**src/rtl/parallel_io_port_map.svh**
```systemverilog
// Purpose: Register offsets, reset values and tie values of the parallel I/O port
// Assumes: Byte addresses on a 32-bit Avalon-MM bus, one aligned word per register
// Notes:   Definitions only
`ifndef PARALLEL_IO_PORT_MAP_SVH
`define PARALLEL_IO_PORT_MAP_SVH

// Register byte offsets
`define PIO_OFS_OPEN_DRAIN 4'h0
`define PIO_OFS_PIN_DATA   4'h4
`define PIO_OFS_DIRECTION  4'h8
`define PIO_OFS_ASSIGNMENT 4'hc

// Reset values of the control registers
`define PIO_RST_OPEN_DRAIN 16'h0000
`define PIO_RST_DIRECTION  16'h0000
`define PIO_RST_ASSIGNMENT 16'h0000

// Peripheral input levels when a pin is not handed over; bit 12 then follows master out, not this value
`define PIO_TIE_VALUE      16'hbb30

// Bit positions of the peripheral input functions, bit 0 is pin 16
`define PIO_BIT_SELECT          15
`define PIO_BIT_SERIAL_CLOCK    14
`define PIO_BIT_MASTER_OUT      13
`define PIO_BIT_MASTER_IN       12
`define PIO_BIT_TWO_WIRE_DATA   11
`define PIO_BIT_TWO_WIRE_CLOCK  10
`define PIO_BIT_UART_A_GENERAL  9
`define PIO_BIT_UART_B_GENERAL  8
`define PIO_BIT_UART_A_CLEAR    7
`define PIO_BIT_UART_B_CLEAR    6
`define PIO_BIT_UART_A_RECEIVE  5
`define PIO_BIT_UART_B_RECEIVE  4

// Only the low half of a bus word carries a register, so both low lanes are needed
`define PIO_FULL_WORD_BE   2'h3

`endif

```
**src/rtl/parallel_io_port_pkg.sv**
```systemverilog
// Purpose: Types shared by the parallel I/O port and its bench
// Assumes: Sixteen pins
// Notes:   Offsets and values live in parallel_io_port_map.svh
`default_nettype none

package parallel_io_port_pkg;

  // What the on-chip peripherals offer to drive onto the pins
  typedef struct packed {
    logic [15:0] value;
    logic [15:0] enable;
  } periph_drive_t;

  // Pad-side drive of the port
  typedef struct packed {
    logic [15:0] value;
    logic [15:0] enable;
  } pad_drive_t;

endpackage : parallel_io_port_pkg

`default_nettype wire

```
**src/rtl/parallel_io_port.sv**
```systemverilog
// Purpose: Sixteen-pin parallel I/O port with peripheral sharing and open drain
// Assumes: Avalon-MM slave, byte addresses, single clock clk_sys at 200 MHz
// Notes:   Pad outputs and peripheral inputs are registered, one cycle late
//
// The Avalon-MM register port and the register offsets were decided locally.
`default_nettype none
`include "parallel_io_port_map.svh"

module parallel_io_port
  import parallel_io_port_pkg::*;
#(
  parameter int WIDTH = 16
) (
  input  wire logic          clk_sys,
  input  wire logic          rst,
  input  wire logic [3:0]    address,
  input  wire logic          read,
  input  wire logic          write,
  input  wire logic [31:0]   writedata,
  input  wire logic [3:0]    byteenable,
  output var  logic [31:0]   readdata,
  output var  logic          waitrequest,
  input  wire logic [15:0]   pin_in,
  output var  logic [15:0]   pin_out,
  output var  logic [15:0]   pin_oe,
  input  wire periph_drive_t periph_drive,
  output var  logic [15:0]   periph_in
);

  // The map and tie values are laid out for exactly sixteen pins
  if (WIDTH != 16) begin : g_width_check
    $error("parallel_io_port supports WIDTH = 16 only");
  end

  logic [15:0] open_drain_select_reg;
  logic [15:0] pin_direction_reg;
  logic [15:0] pin_assignment_reg;
  logic [15:0] pin_data_reg;
  logic [15:0] pin_meta;
  logic [15:0] pin_sync;
  logic        bus_req;
  logic        wr_take;
  logic        full_word;
  logic        wr_open_drain;
  logic        wr_data;
  logic        wr_direction;
  logic        wr_assignment;
  logic [15:0] handed;
  logic [15:0] gpio_out;
  pad_drive_t  next_pad;
  logic [15:0] next_tie;
  logic [15:0] next_periph_in;
  logic [31:0] next_readdata;

  // Two-stage synchroniser on the pads, the first stage feeds only the second
  always_ff @(posedge clk_sys or posedge rst) begin
    if (rst) begin
      pin_meta <= 16'h0000;
      pin_sync <= 16'h0000;
    end else begin
      pin_meta <= pin_in;
      pin_sync <= pin_meta;
    end
  end

  // Bus handshake: one wait cycle, then the access completes
  assign bus_req   = read | write;
  assign wr_take   = write & ~waitrequest;
  assign full_word = (byteenable[1:0] == `PIO_FULL_WORD_BE);

  always_ff @(posedge clk_sys or posedge rst) begin
    if (rst) begin
      waitrequest <= 1'b1;
    end else begin
      waitrequest <= ~(bus_req & waitrequest);
    end
  end

  // Write strobes, one per register; a partial word is dropped rather than merged
  assign wr_open_drain = wr_take & full_word & (address == `PIO_OFS_OPEN_DRAIN);
  assign wr_data       = wr_take & full_word & (address == `PIO_OFS_PIN_DATA);
  assign wr_direction  = wr_take & full_word & (address == `PIO_OFS_DIRECTION);
  assign wr_assignment = wr_take & full_word & (address == `PIO_OFS_ASSIGNMENT);

  // Open-drain select, cleared so every output starts actively driven
  always_ff @(posedge clk_sys or posedge rst) begin
    if (rst) begin
      open_drain_select_reg <= `PIO_RST_OPEN_DRAIN;
    end else if (wr_open_drain) begin
      open_drain_select_reg <= writedata[15:0];
    end
  end

  // Direction, cleared so every pin starts as an input
  always_ff @(posedge clk_sys or posedge rst) begin
    if (rst) begin
      pin_direction_reg <= `PIO_RST_DIRECTION;
    end else if (wr_direction) begin
      pin_direction_reg <= writedata[15:0];
    end
  end

  // Assignment, cleared so no pin starts out owned by a peripheral
  always_ff @(posedge clk_sys or posedge rst) begin
    if (rst) begin
      pin_assignment_reg <= `PIO_RST_ASSIGNMENT;
    end else if (wr_assignment) begin
      pin_assignment_reg <= writedata[15:0];
    end
  end

  // Output latch has no reset on purpose, software must write it before use
  always_ff @(posedge clk_sys) begin
    if (wr_data) begin
      pin_data_reg <= writedata[15:0];
    end
  end

  // Read mux: data offset shows the pads, not the latch
  always_comb begin
    next_readdata = 32'h0000_0000;
    case (address)
      `PIO_OFS_OPEN_DRAIN: next_readdata[15:0] = open_drain_select_reg;
      `PIO_OFS_PIN_DATA:   next_readdata[15:0] = pin_sync;
      `PIO_OFS_DIRECTION:  next_readdata[15:0] = pin_direction_reg;
      `PIO_OFS_ASSIGNMENT: next_readdata[15:0] = pin_assignment_reg;
      default:             next_readdata = 32'h0000_0000;
    endcase
  end

  // Read data is captured while the wait cycle is shown and stands at the completing edge
  always_ff @(posedge clk_sys or posedge rst) begin
    if (rst) begin
      readdata <= 32'h0000_0000;
    end else if (read && waitrequest) begin
      readdata <= next_readdata;
    end
  end

  // Ownership: a half-set assignment falls back to a plain input
  assign handed   = pin_assignment_reg & pin_direction_reg;
  assign gpio_out = ~pin_assignment_reg & pin_direction_reg;

  // Idle levels for peripheral inputs whose pin is not handed over
  always_comb begin
    next_tie                          = 16'h0000; // Output-only functions read nothing
    next_tie[`PIO_BIT_SELECT]         = 1'b1; // Slave select idles deasserted
    next_tie[`PIO_BIT_SERIAL_CLOCK]   = 1'b0;
    next_tie[`PIO_BIT_MASTER_OUT]     = 1'b1;
    next_tie[`PIO_BIT_MASTER_IN]      = periph_drive.value[`PIO_BIT_MASTER_OUT];
    next_tie[`PIO_BIT_TWO_WIRE_DATA]  = 1'b1; // A released two-wire bus reads high
    next_tie[`PIO_BIT_TWO_WIRE_CLOCK] = 1'b0;
    next_tie[`PIO_BIT_UART_A_GENERAL] = 1'b1;
    next_tie[`PIO_BIT_UART_B_GENERAL] = 1'b1;
    next_tie[`PIO_BIT_UART_A_CLEAR]   = 1'b0;
    next_tie[`PIO_BIT_UART_B_CLEAR]   = 1'b0;
    next_tie[`PIO_BIT_UART_A_RECEIVE] = 1'b1; // Idle line, so no false start bit
    next_tie[`PIO_BIT_UART_B_RECEIVE] = 1'b1;
  end

  // One slice per pin; bit i of every register and port is pin 16+i
  for (genvar i = 0; i < 16; i++) begin : g_pin
    logic drive_value;
    logic drive_enable;
    // A handed pin follows its peripheral, any other pin follows the latch
    assign drive_value        = handed[i] ? periph_drive.value[i] : pin_data_reg[i];
    assign drive_enable       = handed[i] ? periph_drive.enable[i] : gpio_out[i];
    // Open drain only ever pulls low, a one releases the wire
    assign next_pad.value[i]  = drive_value;
    assign next_pad.enable[i] = drive_enable & ~(open_drain_select_reg[i] & drive_value);
    // The peripheral sees the synchronised pad only while it owns the pin
    assign next_periph_in[i]  = handed[i] ? pin_sync[i] : next_tie[i];
  end

  // Pad value flops, so no pad sees a combinational glitch
  always_ff @(posedge clk_sys or posedge rst) begin
    if (rst) begin
      pin_out <= 16'h0000;
    end else begin
      pin_out <= next_pad.value;
    end
  end

  // Pad enable flops, released at reset so every pin floats
  always_ff @(posedge clk_sys or posedge rst) begin
    if (rst) begin
      pin_oe <= 16'h0000;
    end else begin
      pin_oe <= next_pad.enable;
    end
  end

  always_ff @(posedge clk_sys or posedge rst) begin
    if (rst) begin
      periph_in <= `PIO_TIE_VALUE;
    end else begin
      periph_in <= next_periph_in;
    end
  end

endmodule : parallel_io_port

`default_nettype wire

```
**config.mk**
```make
export PLATFORM = sky130hd
export DESIGN_NAME = parallel_io_port
export DESIGN_NICKNAME = d
export VERILOG_FILES = /design/src/rtl/parallel_io_port_pkg.sv /design/src/rtl/parallel_io_port.sv
export VERILOG_INCLUDE_DIRS = /design/src /design/src/rtl
export SDC_FILE = /design/constraint.sdc
export NUM_CORES = 1
export LEC_CHECK = 0
export BUFFER_PORTS_ARGS = -buffer_cell sky130_fd_sc_hd__buf_2
export CORE_MARGIN = 4
export CORE_UTILIZATION = 52
export CTS_CLUSTER_SIZE = 10
export DETAILED_ROUTE_END_ITERATION = 16
export PLACE_DENSITY_LB_ADDON = 0.3
export SYNTH_ARGS = -nofsm -noshare
export SYNTH_HDL_FRONTEND = slang
export SYNTH_SLANG_ARGS = --single-unit
```
**constraint.sdc**
```tcl
create_clock -name clk_sys -period 5.55 [get_ports clk_sys]
set_input_delay 0.2775 -clock clk_sys [delete_from_list [all_inputs] [get_ports clk_sys]]
set_output_delay 0.2775 -clock clk_sys [all_outputs]
set_load 0.05 [all_outputs]
```
======== Word level (Yosys, flattened, before mapping) ========
Cells that the tools add are included.
storage, ports and cells
  bits of input ports ..................... 92
  flip-flop bits (word level) ............. 161
operators by class
  multiplexer cells ....................... 49
  equality and inequality tests ........... 4
  bitwise operators ....................... 61
  reductions and logical operators ........ 2
operators by type and width
  cell                  count
  $pmux W16 S4          1
  $mux W1               48
  $and A1 B1 Y1         39
  $and A16 B16 Y16      2
  $not A1 Y1            18
  $not A16 Y16          1
  $eq A4 B4 Y1 const B  2
  $eq A4 B3 Y1 const B  1
  $logic_not A4 Y1      1
  $eq A2 B2 Y1 const B  1
  $logic_and A1 B1 Y1   1
  $or A1 B1 Y1          1

======== Logic depth before layout (Yosys ltp) ========
  depth in word-level cells ............... 5
  mapped depth ............................ 5

======== Worst setup path before layout ========
No wires, ideal clock.
  path type ............................... reg-to-reg
  start point ............................. reg waitrequest
  end point ............................... reg pin_assignment_reg[0]
  clock period less this slack ............ 1.859 ns
  arrival ................................. 1.734 ns
  library setup time ...................... 0.125 ns
  data required time ...................... 5.425 ns
  path slack .............................. 3.691 ns
  stages on the path, launching flop included .. 5
  cell sequence ........................... dfstp_2 and4b_1 nand4_1 buf_2 mux2_2
between the ends
  longest elaborated chain between the ends .. 4
RTL lines
  element                     line                     source
  start: declaration          parallel_io_port.sv:22   output var logic waitrequest,
  start signal: assignment    parallel_io_port.sv:75   waitrequest <= ~(bus_req & waitrequest);
  $not A1 Y1                  parallel_io_port.sv:68   assign wr_take = write & ~waitrequest;
  $and A1 B1 Y1               parallel_io_port.sv:68
  $and A1 B1 Y1 (2 in a row)  parallel_io_port.sv:83   assign wr_assignment = wr_take & full_word & (address == `PIO_OFS_ASSIGNMENT);
  end signal: assignment      parallel_io_port.sv:106  pin_assignment_reg <= `PIO_RST_ASSIGNMENT;
  end signal: assignment      parallel_io_port.sv:108  pin_assignment_reg <= writedata[15:0];
  end: declaration            parallel_io_port.sv:37   logic [15:0] pin_assignment_reg;
Every way passes these cells.
A chain may end at the register's enable or synchronous reset.

======== Final worst setup path ========
  start point ............................. reg waitrequest
  end point ............................... reg readdata[11]
between the ends
  longest elaborated chain between the ends .. 1
RTL lines
  element                 line                     source
  $logic_and A1 B1 Y1     parallel_io_port.sv:135  end else if (read && waitrequest) begin
  end signal: assignment  parallel_io_port.sv:136  readdata <= next_readdata;
  end: declaration        parallel_io_port.sv:21   output var logic [31:0] readdata,
Every way passes these cells.

==> results.yml <==
status:
  outcome: "finished, final reports clean"
min_path:
  timing.hold.worst.class: "input pin to async pin"
pwr:
  cell_int_power_uw: 2050
  clkPwrFrac_pct: 42.6
  powerDensity_nw_per_um2: 349
  p_sw_share_pct: 23.4
  combPwrFrac_pct: 9.2
  max-vdd-ir-drop_mv: 0.284
  p_leak_uw: 0.00381
  seqPwrFrac_pct: 48.2
  netSwitchingPower_uw: 624
placed_design:
  portBuffers: 138
  place_hpwl_um: 8500
  finalWeightedCongestion: 0.796
logic_synthesis:
  netlist_instances: 415
  ys.warnings.count: 0
  synthesis.area_um2: 6150
  synth_top_area_share_pct: 55.3
  synth_cell_type_count: 31
  ys_seq_elements: 161
  synth_seq_area_share_pct: 66.9
  synth_largest_area_cell: "dfrtp_1"
  synth_area_per_cell_um2: 14.8
  ys_top_cells_by_area: "dfrtp_1 (55%), mux2_2 (10%), edfxtp_1 (7.8%)"
timing:
  worst_slew_pin_slew_ns: 1.11
  fin_crit_sh_pct: 39.5
  achievable-frequency_mhz: 456
  count_of_endpoints_failing_setup_in_the_final_report: 0
  relSlewSlack_pct: 26.3
  hold_viol: 0
  slew_violations: 0
  rsz_0062_raised_after_global_routing: "false"
  fin_setup_tns_ns: 0
  final.setup_skew_ns: 0.00496
  final_period_minus_worst_setup_slack_ns: 2.19
cts:
  cts_buffers: 17
  clk_pin_slew_worst_paths_ns: 0.06
  cts_root_buf: "clkbuf_16"
  postCtsSetupBuffers: 0
  clock-sinks: 161
  clkLatencyLatePin_ns: 0.42
  clock_path_buffers: 2
  tritoncts: "done"
  cts_max_level: 4
die:
  dieHeight_um: 117
  fp-row-count: 39
  die_width_um: 117
  die_area_um2: 13600
  io-pin-count: 173
  coreArea_um2: 11500
  initial_core_util_pct: 53.4
worst_setup_path:
  r2r_end: "readdata[11]$_DFFE_PP0P_"
  crit_path_start: "waitrequest$_DFF_PP1_"
  arrival_ns: 2.54
  worst-r2r-setup-slack_ns: 3.36
  critical_path_class: "flop to flop"
  critPathLaunchType: "flop"
  critical-path-max-stage-delay_ns: 0.89
  endpoint_kind: "flop"
  max_fo_critical_path: 17
  rr_startpoint: "waitrequest$_DFF_PP1_"
  reg2regPathDepth: 3
  timing.critical_path.slowest_stage_cell: "nor2_2"
  worst-endpoint-required_ns: 5.90
  worstPathCellList: "nand2_1 -> nor2_2 -> a22o_1"
routing:
  route.detailed.wl_per_inst_um: 17.7
  routed-via-count: 3754
  totalWireLength_um: 13000
  drcViolationCount: 0
  routed_via_density: 5.12
  detail_route.first_pass.iterations: 5
  drtIter0Drc: 262
  ant_nets: 0
global_route:
  wire_length_of_the_first_global_routing_pass_um: 19900
  groute.usage.overall_pct: 19.9
  grt_start_max_net_pins: 89
  globalRouteOverflowTotal: 0
  antenna_found_initial: 0
  grt_pass1_vias: 3884
flow_run:
  timing.max_cap.violations: 0
layout:
  mostFrequentLayoutCells: "buf_2 (138), dfrtp_1 (136), mux2_2 (55), mux2i_1 (32)"
  nNetsFinal: 669
  drive_gt1_share_pct: 43.6
  n_diodes: 0
  utilization_pct: 66.5
  layout-area-overhead-vs-synth_pct: 24.5
  layout_commonest_cell: "buf_2"
## cells by family (layout without fill, tap and decap cells)
| logic type | count (synthesis) | after routing | synth area share [%] |
|---|---|---|---|
| flops | 161 | 161 | 66.9 |
| mux | 97 | 97 | 17.7 |
| compound gates | 65 | 65 | 6.59 |
| buf+inv | 48 | 208 | 4.55 |
| simple gates | 43 | 43 | 4.15 |
| other cells | 1 | 16 | 0.0609 |
## how the worst max path moves through the flow
| stage | endpoint | slack [ns] | cells past startpoint |
|---|---|---|---|
| global route | readdata[3]$_DFFE_PP0P_ | 3.19 | 3 |
| CTS | readdata[11]$_DFFE_PP0P_ | 3.29 | 3 |
| detailed placement | pin_data_reg[3]$_DFFE_PP_ | 2.92 | 2 |
| global placement | pin_data_reg[7]$_DFFE_PP_ | 2.95 | 2 |
| finish | readdata[11]$_DFFE_PP0P_ | 3.36 | 3 |
| floorplan | open_drain_select_reg[0]$_DFFE_PP0P_ | 1.39 | 1 |
## worst max-delay path: cells and delay by family (launching register included)
family / cells / cell delay (ns)
simple gates: 2 / 1.33
compound gates: 1 / 0.24
flops: 1 / 0.55
## synthesized netlist by cell type, drive strengths merged
| cell type | instances |
|---|---|
| dfstp | 9 |
| nand2 | 17 |
| conb | 1 |
| mux2i | 32 |
| clkbuf | 7 |
| nand4b | 1 |
| or4 | 1 |
| or3 | 1 |
| nor2 | 2 |
| or2 | 8 |
| and4 | 1 |
| nor4 | 1 |
| edfxtp | 16 |
| mux2 | 65 |
| buf | 23 |
| inv | 18 |
| dfrtp | 136 |
| and3 | 8 |
| o21ai | 17 |
| nand4 | 1 |
| a22o | 16 |
| a21oi | 16 |
| or3b | 1 |
| o22ai | 16 |
| and4b | 1 |
## cell type report
class                           instances  area, um2
Tap cell                              143        179
Inverter                               18       72.6
Clock buffer                           28        547
Fill cell                             855       3860
Multi-Input combinational cell        221       1810
Sequential cell                       161       4120
Timing Repair Buffer                  158        883
Clock inverter                          4       45.0
## power groups by stage
stage | clock network (uW) | registers [uW] | logic [uW]
2_1_floorplan | 0 | 1350 | 129
3_3_place_gp | 0 | 1300 | 234
3_5_place_dp | 0 | 1310 | 239
4_1_cts | 1160 | 1290 | 249
5_1_grt | 1210 | 1290 | 268
6_report | 1140 | 1290 | 245
## layer usage
layer	vias up	wire length (um)	track usage [%]
li1	1773	-	-
met1	1861	5150	22.7
met2	100	6930	34.8
met3	20	644	5.55
met4	0	262	9.17
met5	-	0	0
## stage by stage
stage / hold slack [ns] / setup slack [ns] / std cells / total power (uW) / cell area (um2)
2_1_floorplan: 0.309 / 1.39 / 430 / 1480 / 6210
3_3_place_gp: 0.332 / 2.95 / 684 / 1540 / 6900
3_5_place_dp: 0.336 / 2.92 / 684 / 1550 / 6900
4_1_cts: 0.0174 / 3.29 / 733 / 2700 / 7660
5_1_grt: 0.0435 / 3.19 / 733 / 2770 / 7660
6_report: 0.0135 / 3.36 / 733 / 2670 / 7660
## repair_timing
action,4_1_cts,5_1_grt
endpoints found under the setup margin,0,0
resized for setup,0,0
endpoints found under the hold margin,17,0
hold buffers,17,0
(Power assumes the default switching activity.)
